File: src/hdl/pss_defines.vh
// Constants for the PHY status summary block: offsets, field positions,
// reset values and counter limits. Assumes inclusion by bare name.
`ifndef PSS_DEFINES_VH
`define PSS_DEFINES_VH
`define PSS_OFF_SUMMARY 12'h0c0
`define PSS_OFF_FCC 12'h0d0
`define PSS_OFF_REC 12'h0d4
`define PSS_OFF_IRQ_STAT 12'h0e0
`define PSS_OFF_IRQ_MASK 12'h0e4
`define PSS_OFF_SRC_RD 12'h0e8
`define PSS_SUMMARY_RST 16'h0000
`define PSS_BIT_RXERR 13
`define PSS_BIT_POL 12
`define PSS_BIT_FCS 11
`define PSS_BIT_SD 10
`define PSS_BIT_LOCK 9
`define PSS_BIT_PAGE 8
`define PSS_BIT_MINT 7
`define PSS_BIT_RF 6
`define PSS_BIT_JAB 5
`define PSS_BIT_ANC 4
`define PSS_BIT_LPBK 3
`define PSS_BIT_DUP 2
`define PSS_BIT_SPD 1
`define PSS_BIT_LINK 0
`define PSS_CNT_MAX 8'hff
`define PSS_IRQ_W 4
`define PSS_SYNC_W 8
`endif

File: src/hdl/pss_sync.v
// Two-flop synchroniser bank for the mirrored PHY status inputs.
// Assumes ref_clk and the active-low asynchronous reset nrst.
`timescale 1ns/1ns
module pss_sync #(
	parameter W = 11
) (
	input wire ref_clk,
	input wire nrst,
	input wire [W-1:0] d_in,
	output reg [W-1:0] q_out
);
	reg [W-1:0] meta_r;

	// First stage feeds only the second stage.
	always @(posedge ref_clk or negedge nrst) begin
		if (!nrst) begin
			meta_r <= {W{1'b0}};
			q_out <= {W{1'b0}};
		end else begin
			meta_r <= d_in;
			q_out <= meta_r;
		end
	end
endmodule // pss_sync

File: src/hdl/pss_top.v
// PHY status summary register with its error counters, behind an APB slave.
// Assumes all PHY status inputs arrive from outside ref_clk's domain.
// Function
// - Read-only 16-bit summary at 0xc0, resets to zero.
// - Bits 15:14 reserved, read zero, writes ignored.
// - Bit 13 latches receive errors, clears on error counter read.
// - Bit 12 mirrors inverted polarity, not cleared by summary read.
// - Bit 11 latches false carrier, clears on false carrier counter read.
// - Bit 10 is latch-low signal detect, reset zero.
// - Bit 9 is latch-low descrambler lock, reset zero.
// - Bit 8 mirrors page received, not cleared by summary read.
// - Bit 7 latches pending interrupt, cleared by the summary read.
// - Bit 6 latches remote fault, clears on basic status read.
// - Bit 5 mirrors jabber detect, not cleared by summary read.
// - Bit 4 shows auto-negotiation complete.
// - Bit 3 shows loopback enabled.
// - Bit 2 shows full duplex when one.
// - Bit 1 shows 10 Mb/s when one, 100 Mb/s when zero.
// - Bit 0 mirrors link status, not cleared by summary read.
// - Receive error count once per carrier, none in collision, saturates.
//
// Added by the designer: the APB register port.
`timescale 1ns/1ns
`include "pss_defines.vh"
module pss_top (
	input wire ref_clk,
	input wire nrst,
	input wire psel,
	input wire penable,
	input wire pwrite,
	input wire [11:0] paddr,
	input wire [31:0] pwdata,
	output reg [31:0] prdata,
	output reg pready,
	output reg pslverr,
	input wire rx_carrier,
	input wire rx_symbol_err,
	input wire rx_collision,
	input wire false_carrier,
	input wire polarity_inv,
	input wire signal_detect,
	input wire descr_lock,
	input wire page_rx,
	input wire phy_int,
	input wire remote_fault,
	input wire jabber,
	input wire an_complete,
	input wire loopback_en,
	input wire full_duplex,
	input wire speed_10,
	input wire link_ok,
	output reg src_rd_basic_status,
	output reg src_rd_tenbase_t,
	output reg src_rd_autoneg_exp,
	output reg irq
);
	// Synchronised copies of the asynchronous status inputs.
	wire [`PSS_SYNC_W-1:0] raw_in;
	wire [`PSS_SYNC_W-1:0] s;
	wire s_pol;
	wire s_page;
	wire s_jab;
	wire s_anc;
	wire s_lpbk;
	wire s_dup;
	wire s_spd;
	wire s_link;
	reg s_car_r;
	reg s_err_r;
	reg s_col_r;
	reg s_fc_r;
	reg s_sd_r;
	reg s_lock_r;
	reg s_int_r;
	reg s_rf_r;
	reg fc_prev_r;
	reg err_seen_r;

	// Latches and counters.
	reg rxerr_r;
	reg fcs_r;
	reg mint_r;
	reg rf_r;
	reg [7:0] rec_cnt_r;
	reg [7:0] fcc_cnt_r;
	reg [`PSS_IRQ_W-1:0] irq_stat_r;
	reg [`PSS_IRQ_W-1:0] irq_mask_r;

	wire access;
	wire rd;
	wire wr;
	wire rd_sum;
	wire rd_rec;
	wire rd_fcc;
	wire rd_basic;
	wire wr_src;
	wire [1:0] ll_src;
	wire [1:0] ll_q;
	wire [15:0] summary;
	wire fc_evt;
	wire err_evt;
	wire [`PSS_IRQ_W-1:0] irq_evt;
	reg [31:0] rdata_nxt;
	reg slverr_nxt;

	// Mirrored status inputs use a two-flop synchroniser bank.
	assign raw_in = {polarity_inv, page_rx, jabber, an_complete,
		loopback_en, full_duplex, speed_10, link_ok};
	pss_sync #(.W(`PSS_SYNC_W)) u_sync (
		.ref_clk(ref_clk),
		.nrst(nrst),
		.d_in(raw_in),
		.q_out(s)
	);
	assign s_pol = s[7];
	assign s_page = s[6];
	assign s_jab = s[5];
	assign s_anc = s[4];
	assign s_lpbk = s[3];
	assign s_dup = s[2];
	assign s_spd = s[1];
	assign s_link = s[0];

	// Event inputs get their own two-flop stages so edges can be seen.
	reg [7:0] ev_meta_r;
	always @(posedge ref_clk or negedge nrst) begin
		if (!nrst) begin
			ev_meta_r <= 8'h00;
			{s_car_r, s_err_r, s_col_r, s_fc_r} <= 4'h0;
			{s_sd_r, s_lock_r, s_int_r, s_rf_r} <= 4'h0;
		end else begin
			ev_meta_r <= {rx_carrier, rx_symbol_err, rx_collision,
				false_carrier, signal_detect, descr_lock, phy_int,
				remote_fault};
			{s_car_r, s_err_r, s_col_r, s_fc_r, s_sd_r, s_lock_r, s_int_r,
				s_rf_r} <= ev_meta_r;
		end
	end

	// Compares the bus address against one register offset.
	function addr_hit;
		input [11:0] addr;
		input [11:0] off;
		begin
			addr_hit = (addr == off);
		end
	endfunction

	// APB decode. A request is taken once, in its first access cycle; the
	// second access cycle, with pready high, must not repeat a read-clear
	// or a write-one-to-clear, or an event landing between them is lost.
	assign access = psel && penable && !pready;
	assign rd = access && !pwrite;
	assign wr = access && pwrite;
	assign rd_sum = rd && addr_hit(paddr, `PSS_OFF_SUMMARY);
	assign rd_rec = rd && addr_hit(paddr, `PSS_OFF_REC);
	assign rd_fcc = rd && addr_hit(paddr, `PSS_OFF_FCC);
	assign wr_src = wr && addr_hit(paddr, `PSS_OFF_SRC_RD);
	assign rd_basic = wr_src && pwdata[0];

	// Events: rising false carrier, and one error per carrier event.
	assign fc_evt = s_fc_r && !fc_prev_r;
	assign err_evt = s_car_r && s_err_r && !s_col_r && !err_seen_r;

	always @(posedge ref_clk or negedge nrst) begin
		if (!nrst) begin
			fc_prev_r <= 1'b0;
			err_seen_r <= 1'b0;
		end else begin
			fc_prev_r <= s_fc_r;
			if (!s_car_r)
				err_seen_r <= 1'b0;
			else if (err_evt)
				err_seen_r <= 1'b1;
		end
	end

	// Counters saturate; a read clears, but an event in the same cycle wins.
	always @(posedge ref_clk or negedge nrst) begin
		if (!nrst) begin
			rec_cnt_r <= 8'h00;
			fcc_cnt_r <= 8'h00;
		end else begin
			if (err_evt)
				rec_cnt_r <= rd_rec ? 8'h01 :
					(rec_cnt_r == `PSS_CNT_MAX ? rec_cnt_r :
					rec_cnt_r + 8'h01);
			else if (rd_rec)
				rec_cnt_r <= 8'h00;
			if (fc_evt)
				fcc_cnt_r <= rd_fcc ? 8'h01 :
					(fcc_cnt_r == `PSS_CNT_MAX ? fcc_cnt_r :
					fcc_cnt_r + 8'h01);
			else if (rd_fcc)
				fcc_cnt_r <= 8'h00;
		end
	end

	// Summary latches; set beats clear in the same cycle.
	always @(posedge ref_clk or negedge nrst) begin
		if (!nrst) begin
			rxerr_r <= 1'b0;
			fcs_r <= 1'b0;
			mint_r <= 1'b0;
			rf_r <= 1'b0;
		end else begin
			if (err_evt)
				rxerr_r <= 1'b1;
			else if (rd_rec)
				rxerr_r <= 1'b0;
			if (fc_evt)
				fcs_r <= 1'b1;
			else if (rd_fcc)
				fcs_r <= 1'b0;
			if (s_int_r)
				mint_r <= 1'b1;
			else if (rd_sum)
				mint_r <= 1'b0;
			if (s_rf_r)
				rf_r <= 1'b1;
			else if (rd_basic)
				rf_r <= 1'b0;
		end
	end

	// Latch-low bits, signal detect above descrambler lock. A drop holds
	// zero until a summary read re-arms the bit; a drop in the same cycle
	// as the read wins, so a short loss of signal is never missed.
	assign ll_src = {s_sd_r, s_lock_r};
	genvar g;
	generate
		for (g = 0; g < 2; g = g + 1) begin : g_latch_low
			reg hold_r;
			always @(posedge ref_clk or negedge nrst) begin
				if (!nrst)
					hold_r <= 1'b0;
				else if (!ll_src[g])
					hold_r <= 1'b0;
				else if (rd_sum)
					hold_r <= 1'b1;
			end
			assign ll_q[g] = hold_r;
		end
	endgenerate

	// Summary word; mirrors are taken live from their sources.
	assign summary = {2'b00,
		rxerr_r, s_pol, fcs_r, ll_q[1], ll_q[0], s_page,
		mint_r, rf_r, s_jab, s_anc,
		s_lpbk, s_dup, s_spd, s_link};

	// Interrupt events: receive error, false carrier, remote fault; bit 0
	// is a spare that never sets.
	assign irq_evt = {err_evt, fc_evt, s_rf_r && !rf_r, 1'b0};

	always @(posedge ref_clk or negedge nrst) begin
		if (!nrst) begin
			irq_stat_r <= {`PSS_IRQ_W{1'b0}};
			irq_mask_r <= {`PSS_IRQ_W{1'b0}};
		end else begin
			if (wr && addr_hit(paddr, `PSS_OFF_IRQ_MASK))
				irq_mask_r <= pwdata[`PSS_IRQ_W-1:0];
			if (wr && addr_hit(paddr, `PSS_OFF_IRQ_STAT))
				irq_stat_r <= (irq_stat_r & ~pwdata[`PSS_IRQ_W-1:0]) | irq_evt;
			else
				irq_stat_r <= irq_stat_r | irq_evt;
		end
	end

	// Read mux; a write to the summary is ignored without error.
	always @* begin
		rdata_nxt = 32'h0000_0000;
		slverr_nxt = 1'b0;
		case (paddr)
		`PSS_OFF_SUMMARY: rdata_nxt = {16'h0000, summary};
		`PSS_OFF_REC: rdata_nxt = {24'h000000, rec_cnt_r};
		`PSS_OFF_FCC: rdata_nxt = {24'h000000, fcc_cnt_r};
		`PSS_OFF_IRQ_STAT: rdata_nxt = {28'h0000000, irq_stat_r};
		`PSS_OFF_IRQ_MASK: rdata_nxt = {28'h0000000, irq_mask_r};
		`PSS_OFF_SRC_RD: rdata_nxt = 32'h0000_0000;
		default: slverr_nxt = 1'b1;
		endcase
	end

	// Registered APB answer: pready rises one cycle into the access phase.
	always @(posedge ref_clk or negedge nrst) begin
		if (!nrst) begin
			prdata <= 32'h0000_0000;
			pready <= 1'b0;
			pslverr <= 1'b0;
			src_rd_basic_status <= 1'b0;
			src_rd_tenbase_t <= 1'b0;
			src_rd_autoneg_exp <= 1'b0;
			irq <= 1'b0;
		end else begin
			pready <= access;
			prdata <= rd ? rdata_nxt : 32'h0000_0000;
			pslverr <= access && slverr_nxt;
			// Source-read strobes last one cycle, alongside pready.
			src_rd_basic_status <= rd_basic;
			src_rd_tenbase_t <= wr_src && pwdata[1];
			src_rd_autoneg_exp <= wr_src && pwdata[2];
			irq <= |(irq_stat_r & irq_mask_r);
		end
	end
endmodule // pss_top

File: config.mk
export PLATFORM = sky130hd
export DESIGN_NAME = pss_top
export DESIGN_NICKNAME = d
export VERILOG_FILES = /design/src/hdl/pss_sync.v /design/src/hdl/pss_top.v
export VERILOG_INCLUDE_DIRS = /design/src /design/src/hdl
export SDC_FILE = /design/constraint.sdc
export NUM_CORES = 1
export LEC_CHECK = 0
export BUFFER_PORTS_ARGS = -buffer_cell sky130_fd_sc_hd__buf_2
export CORE_ASPECT_RATIO = 0.9
export CORE_UTILIZATION = 51
export DETAILED_ROUTE_END_ITERATION = 16
export GPL_ROUTABILITY_DRIVEN = 0
export GPL_TIMING_DRIVEN = 0
export PLACE_DENSITY = 0.79
export SLEW_MARGIN = 20
export SYNTH_ARGS = -nofsm -noshare
export SYNTH_HDL_FRONTEND = slang
export SYNTH_SLANG_ARGS = --single-unit
File: constraint.sdc
create_clock -name ref_clk -period 2.5 [get_ports ref_clk]
set_clock_uncertainty 0.2 [all_clocks]
set_input_delay 0.25 -clock ref_clk [delete_from_list [all_inputs] [get_ports ref_clk]]
set_output_delay 0.25 -clock ref_clk [all_outputs]
set_load 0.05 [all_outputs]
* Word level (Yosys, flattened, before mapping)
Index checks and enable logic that the tools add are counted.
** Storage, ports and cells
- Register bits after elaboration :: 102
- Logic and storage cells :: 108
** Operators by class
- Eq/ne operators :: 13
- Multiplexer cells :: 25
- Reductions and logical operators :: 33
- Bitwise operators :: 5
- Add/subtract/negate cells :: 2
** Operators by type and width (number)
- $eq 12x8->1 const B :: 6
- $pmux 14 s5 :: 1
- $mux 8 :: 8
- $mux 32 :: 1
- $logic_and 1x1->1 :: 19
- $add 8x1->8 const B :: 2
- $eq 8x8->1 const B :: 2
- $mux 1 :: 14
- $and 4x4->4 :: 2
- $or 4x4->4 :: 2
- $reduce_bool 2->1 :: 4
- $logic_not 1->1 :: 6
- $ne 2x1->1 const B :: 3
- $reduce_or 6->1 :: 1
- $mux 4 :: 1
- $ne 2x2->1 const B :: 2
- $not 4->4 :: 1
- $reduce_and 2->1 :: 2
- $reduce_or 4->1 :: 1

* Longest topological paths before layout
- Depth after elaboration :: 7
- Gate-level depth with buffers :: 6

* Hierarchy
From an unflattened synthesis, not the netlist that was laid out.
** Second synthesis, totals
- Cells, all modules :: 283
- Area total of the unflattened synthesis :: 3499.6 µm²
** By module, submodules not included
- pss_top :: cells each 267, times used 1, area an instance 3099.2 µm², seq. area each 1701.6 µm²
- pss_sync :: cells each 16, times used 1, area an instance 400.4 µm², seq. area each 400.4 µm²

* Least setup slack after synthesis
OpenSTA, ideal clock, no wires.
- Path type :: register -> register
- Start :: register pready
- End :: register irq_mask_r[0]
- Stages on the path, launching flop included :: 6
- Setup time :: 0.125 ns
- Period minus slack after synthesis :: 2.406 ns
- Path buffers :: 1
- Path slack :: 0.094 ns
- Data arrival time :: 2.081 ns
- Cells stage by stage :: dfrtp_1 nand3b_1 nor4_1 and3_1 buf_2 mux2_2
** Between the ends
- Longest elaborated chain between the ends :: 4
** Ends and longest elaborated chain
- start, declared :: line pss_top.v:34 : output reg pready,
- start signal, assigned :: line pss_top.v:296 : pready <= access;
- $logic_not 1->1 :: line pss_top.v:152 : assign access = psel && penable && !pready;
- $logic_and 1x1->1 :: line pss_top.v:152
- $logic_and 1x1->1 :: line pss_top.v:154 : assign wr = access && pwrite;
- $logic_and 1x1->1 :: line pss_top.v:261 : if (wr && addr_hit(paddr, `PSS_OFF_IRQ_MASK))
- end signal, assigned :: line pss_top.v:259 : irq_mask_r <= {`PSS_IRQ_W{1'b0}};
- end signal, assigned :: line pss_top.v:262 : irq_mask_r <= pwdata[`PSS_IRQ_W-1:0];
- end, declared :: line pss_top.v:87 : reg [`PSS_IRQ_W-1:0] irq_mask_r;
No other way between the ends.
A chain may end at the register's enable or synchronous reset.

* Worst setup path after layout
- Start :: input port paddr[3]
- End :: register g_latch_low[0].hold_r
** Between the ends
- Longest elaborated chain between the ends :: 3
** Ends and longest elaborated chain
- start, declared :: line pss_top.v:31 : input wire [11:0] paddr,
- $eq 12x8->1 :: line pss_top.v:145 : addr_hit = (addr == off);
- $logic_and 1x1->1 :: line pss_top.v:155 : assign rd_sum = rd && addr_hit(paddr, `PSS_OFF_SUMMARY);
- $ne 2x1->1 (no line)
- end signal, assigned :: line pss_top.v:236 : hold_r <= 1'b0;
- end signal, assigned :: line pss_top.v:238 : hold_r <= 1'b0;
- end signal, assigned :: line pss_top.v:240 : hold_r <= 1'b1;
- end, declared :: line pss_top.v:233 : reg hold_r;
No other way between the ends.

==> impl_metrics.json <==
{
  "power_frac_comb_pct": 18.8,
  "timing.final.crit_share_pct": 96.61,
  "numClockSinks": 84,
  "setup-tns-final_ps": 0,
  "max_cap_violations": 0,
  "vias_per_cell": 5.190,
  "crit_chain": "dlygate4sd3_1 > buf_2 > or4_1 > nor4_4 > nor4b_4 > buf_4 > o21a_1",
  "cts_tree": "yes",
  "totalWireLength_um": 6703,
  "whs_path_depth": 3,
  "grt_pass1_wl_um": 10740,
  "io_pins": 103,
  "power_frac_seq_pct": 51.5,
  "slew_headroom_pct": 52.71,
  "final_hold_viol_count": 0,
  "yosys_warnings": 0,
  "firstDrtPassIters": 5,
  "final_cells": 489,
  "status": "finished clean",
  "grt_pass1_vias": 2343,
  "synth.avg_cell_area_um2": 12.01,
  "final_area_um2": 4374,
  "antenna_found_initial": 0,
  "setup_viol": 0,
  "grt_util_all_layers_pct": 20.62,
  "worstSetupStartpoint": "paddr[3]",
  "fmaxAchievable_ghz": 0.4140,
  "whs_endpoint": "pslverr",
  "rows": 28,
  "synth.yosys.seq_area_share_pct": 61.00,
  "crit_slowest_cell": "or4_1",
  "die-area_um2": 7090,
  "crit_path_end_kind": "flop",
  "cpLargestDelayFamily": "simple AND/OR/NAND/NOR gates",
  "min_from": "paddr[1]",
  "finalWorstSetupSlack_ps": 84.73,
  "critPathLaunchType": "input port",
  "place_area_um2": 3928,
  "ys_async_sr_fraction_pct": 100.0,
  "period_needed_ps": 2415,
  "place_worst_setup_slack_ps": 43.08,
  "clkLatencyLatePin_ps": 350,
  "drtIter0Drc": 254,
  "clk_path_buf_depth": 2,
  "antenna_cells": 0,
  "p_per_area_nw_per_um2": 744.3,
  "cpPeakStageDelay_ps": 550,
  "vdd_drop_max_v": 0.0004814,
  "timing.rr.end": "irq_mask_r[3]",
  "reg2reg_slack_ps": 230,
  "slew_viol_final": 0,
  "synthesis.area_um2": 3446,
  "cts_root_buffer": "clkbuf_8",
  "die_w_um": 88.65,
  "routedWlPerCell_um": 13.71,
  "clk_pin_slew_ps": 80,
  "p_sw_mw": 1.004,
  "start_util_pct": 52.60,
  "synth-seq-cells": 84,
  "drc": 0,
  "num_vias": 2538,
  "critical_path_buf_inv_count": 3,
  "numCtsBuffers": 9,
  "final_nets": 461,
  "power_leakage_nw": 2.100,
  "h-tree-depth": 3,
  "hpwl_um": 4591,
  "synthDistinctLibCells": 44,
  "grt_max_degree": 49,
  "portBuffers": 55,
  "p_int_mw": 2.251,
  "ys.flop_type": "dfrtp_1",
  "regToRegStartpoint": "pready",
  "crit_fanout": 9,
  "pwr-share-clk_pct": 29.7,
  "reg2reg_depth": 5,
  "crit_arrival_ps": 2500,
  "overflow": 0,
  "die_height_um": 79.98,
  "synth-edff-count": 0,
  "antenna_left": 0,
  "power.total_mw": 3.256,
  "coreArea_um2": 6551,
  "hold_path_class": "in -> reg",
  "p_sw_share_pct": 30.85,
  "path_class": "in -> reg",
  "place_inst": 450,
  "syn_to_final_growth_pct": 26.94,
  "drive_above_1_share_pct": 28.07,
  "netlist_instances": 287,
  "cp_data_required_time_ps": 2590,
  "tightest_slew_ps": 699.8
}
## registers in the layout, summed over array words and instances, names as in the netlist, 2 cells and up
name                cells
irq_mask_r              4
u_sync.meta_r           8
rec_cnt_r               8
u_sync.q_out            8
irq_stat_r              4
ev_meta_r               8
g_latch_low.hold_r      2
fcc_cnt_r               8
prdata                 14
## per-layer routing
| metal | global-route usage (%) | up-vias | wire (um) |
|---|---|---|---|
| met5 | 0 | - | 0 |
| met4 | 10.81 | 0 | 200 |
| met3 | 2.792 | 17 | 398 |
| met2 | 33.00 | 113 | 3179 |
| met1 | 27.41 | 1201 | 2925 |
| li1 | - | 1207 | - |
## worst max path at each step
stage | depth (start not counted) | end | slack, ps
2_1_floorplan | 5 | irq_mask_r[0] | 90
3_3_place_gp | 5 | irq_mask_r[2] | 50
3_5_place_dp | 6 | mint_r | 40
4_1_cts | 6 | mint_r | 2
5_1_grt | 7 | g_latch_low[0].hold_r | -3
6_report | 7 | g_latch_low[0].hold_r | 80
## layout by cell type (no fill, tap or decap), types with 2 or more instances in the layout
cell | Yosys | routed
nor2b_1 | 3 | 3
nor4_1 | 4 | 3
o21ai_0 | 9 | 9
nand4_1 | 5 | 5
and2_1 | 11 | 11
o31ai_1 | 3 | 3
o211ai_1 | 3 | 3
or3_1 | 5 | 5
o21bai_1 | 3 | 3
buf_2 | 2 | 56
mux2_2 | 13 | 13
mux2i_1 | 6 | 6
a222oi_1 | 4 | 4
nand2_1 | 12 | 12
a31oi_1 | 3 | 3
a21o_1 | 2 | 2
or4_1 | 3 | 3
and4_1 | 2 | 2
nor3b_1 | 2 | 2
and3_1 | 3 | 3
o21a_1 | 3 | 3
conb_1 | 1 | 18
ha_1 | 2 | 2
nand3_1 | 11 | 11
nor2_1 | 18 | 18
clkbuf_1 | 5 | 6
dlygate4sd3_1 | 0 | 22
clkbuf_8 | 0 | 10
dfrtp_1 | 84 | 84
a21oi_1 | 6 | 6
nor3_1 | 9 | 8
a22oi_1 | 6 | 6
nand3b_1 | 3 | 3
buf_4 | 18 | 20
nand2b_1 | 3 | 3
inv_1 | 10 | 10
## what timing repair did
action                                  CTS  global route
hold endpoints to repair                 61             0
setup buffers                             0             1
resized for setup                         0             3
hold buffers                             22             0
endpoints found under the setup margin    0            23
## power by group through the flow
stage	combinational [mW]	sequential [mW]	clock (mW)
2_1_floorplan	0.426	1.65	0
3_3_place_gp	0.547	1.68	0
3_5_place_dp	0.577	1.69	0
4_1_cts	0.607	1.67	0.991
5_1_grt	0.685	1.70	1.06
6_report	0.613	1.68	0.967
## worst register-to-register path, cell delays in order, from the launching register on
cell	delay (ps)
dfrtp_1	370
nand3b_1	330
nor4_2	520
and3_1	230
buf_2	160
mux2_2	350
## stage by stage
stage                     util (%)  hold slack [ps]
after floorplan                  -           -245.6
after global placement       59.49            132.3
after detailed placement     59.95            35.96
after CTS                    66.39            42.95
after global routing         66.77            58.17
final                        66.77            49.55
## synth_stat cells, drive strengths merged, types with 6 or more instances
cell type | n | area [um2]
nand3 | 11 | 55.05
mux2 | 13 | 146.4
buf | 21 | 156.4
nor3 | 9 | 45.04
nor2 | 18 | 67.56
mux2i | 6 | 60.06
nand2 | 12 | 45.04
a21oi | 6 | 30.03
dfrtp | 84 | 2102
a22oi | 6 | 45.04
inv | 10 | 37.54
and2 | 11 | 68.82
o21ai | 9 | 45.04
## cell type report
type	instances	area (um2)
multi-input cells	184	1212
flip-flops and latches	84	2102
inverters	10	37.54
clock buffers	11	141.4
repair buffers	79	533.0
well taps	90	112.6
clock inverters	5	60.06
fillers	497	2177
plain buffers	26	175.2
## cell families (layout without fill, tap and decap cells)
group,Yosys count,in the layout,synth area share [%]
xor gates and xnor gates,1,1,0.2542
muxes,19,19,5.991
and+or+nand+nor,99,99,16.78
other,1,18,0.1088
adders and majority gates,2,2,0.7261
DFF,84,84,61.00
AOI/OAI and AO/OA,45,45,8.969
buffers and inverters,36,131,6.173
Power figures use the tool's default switching activity.
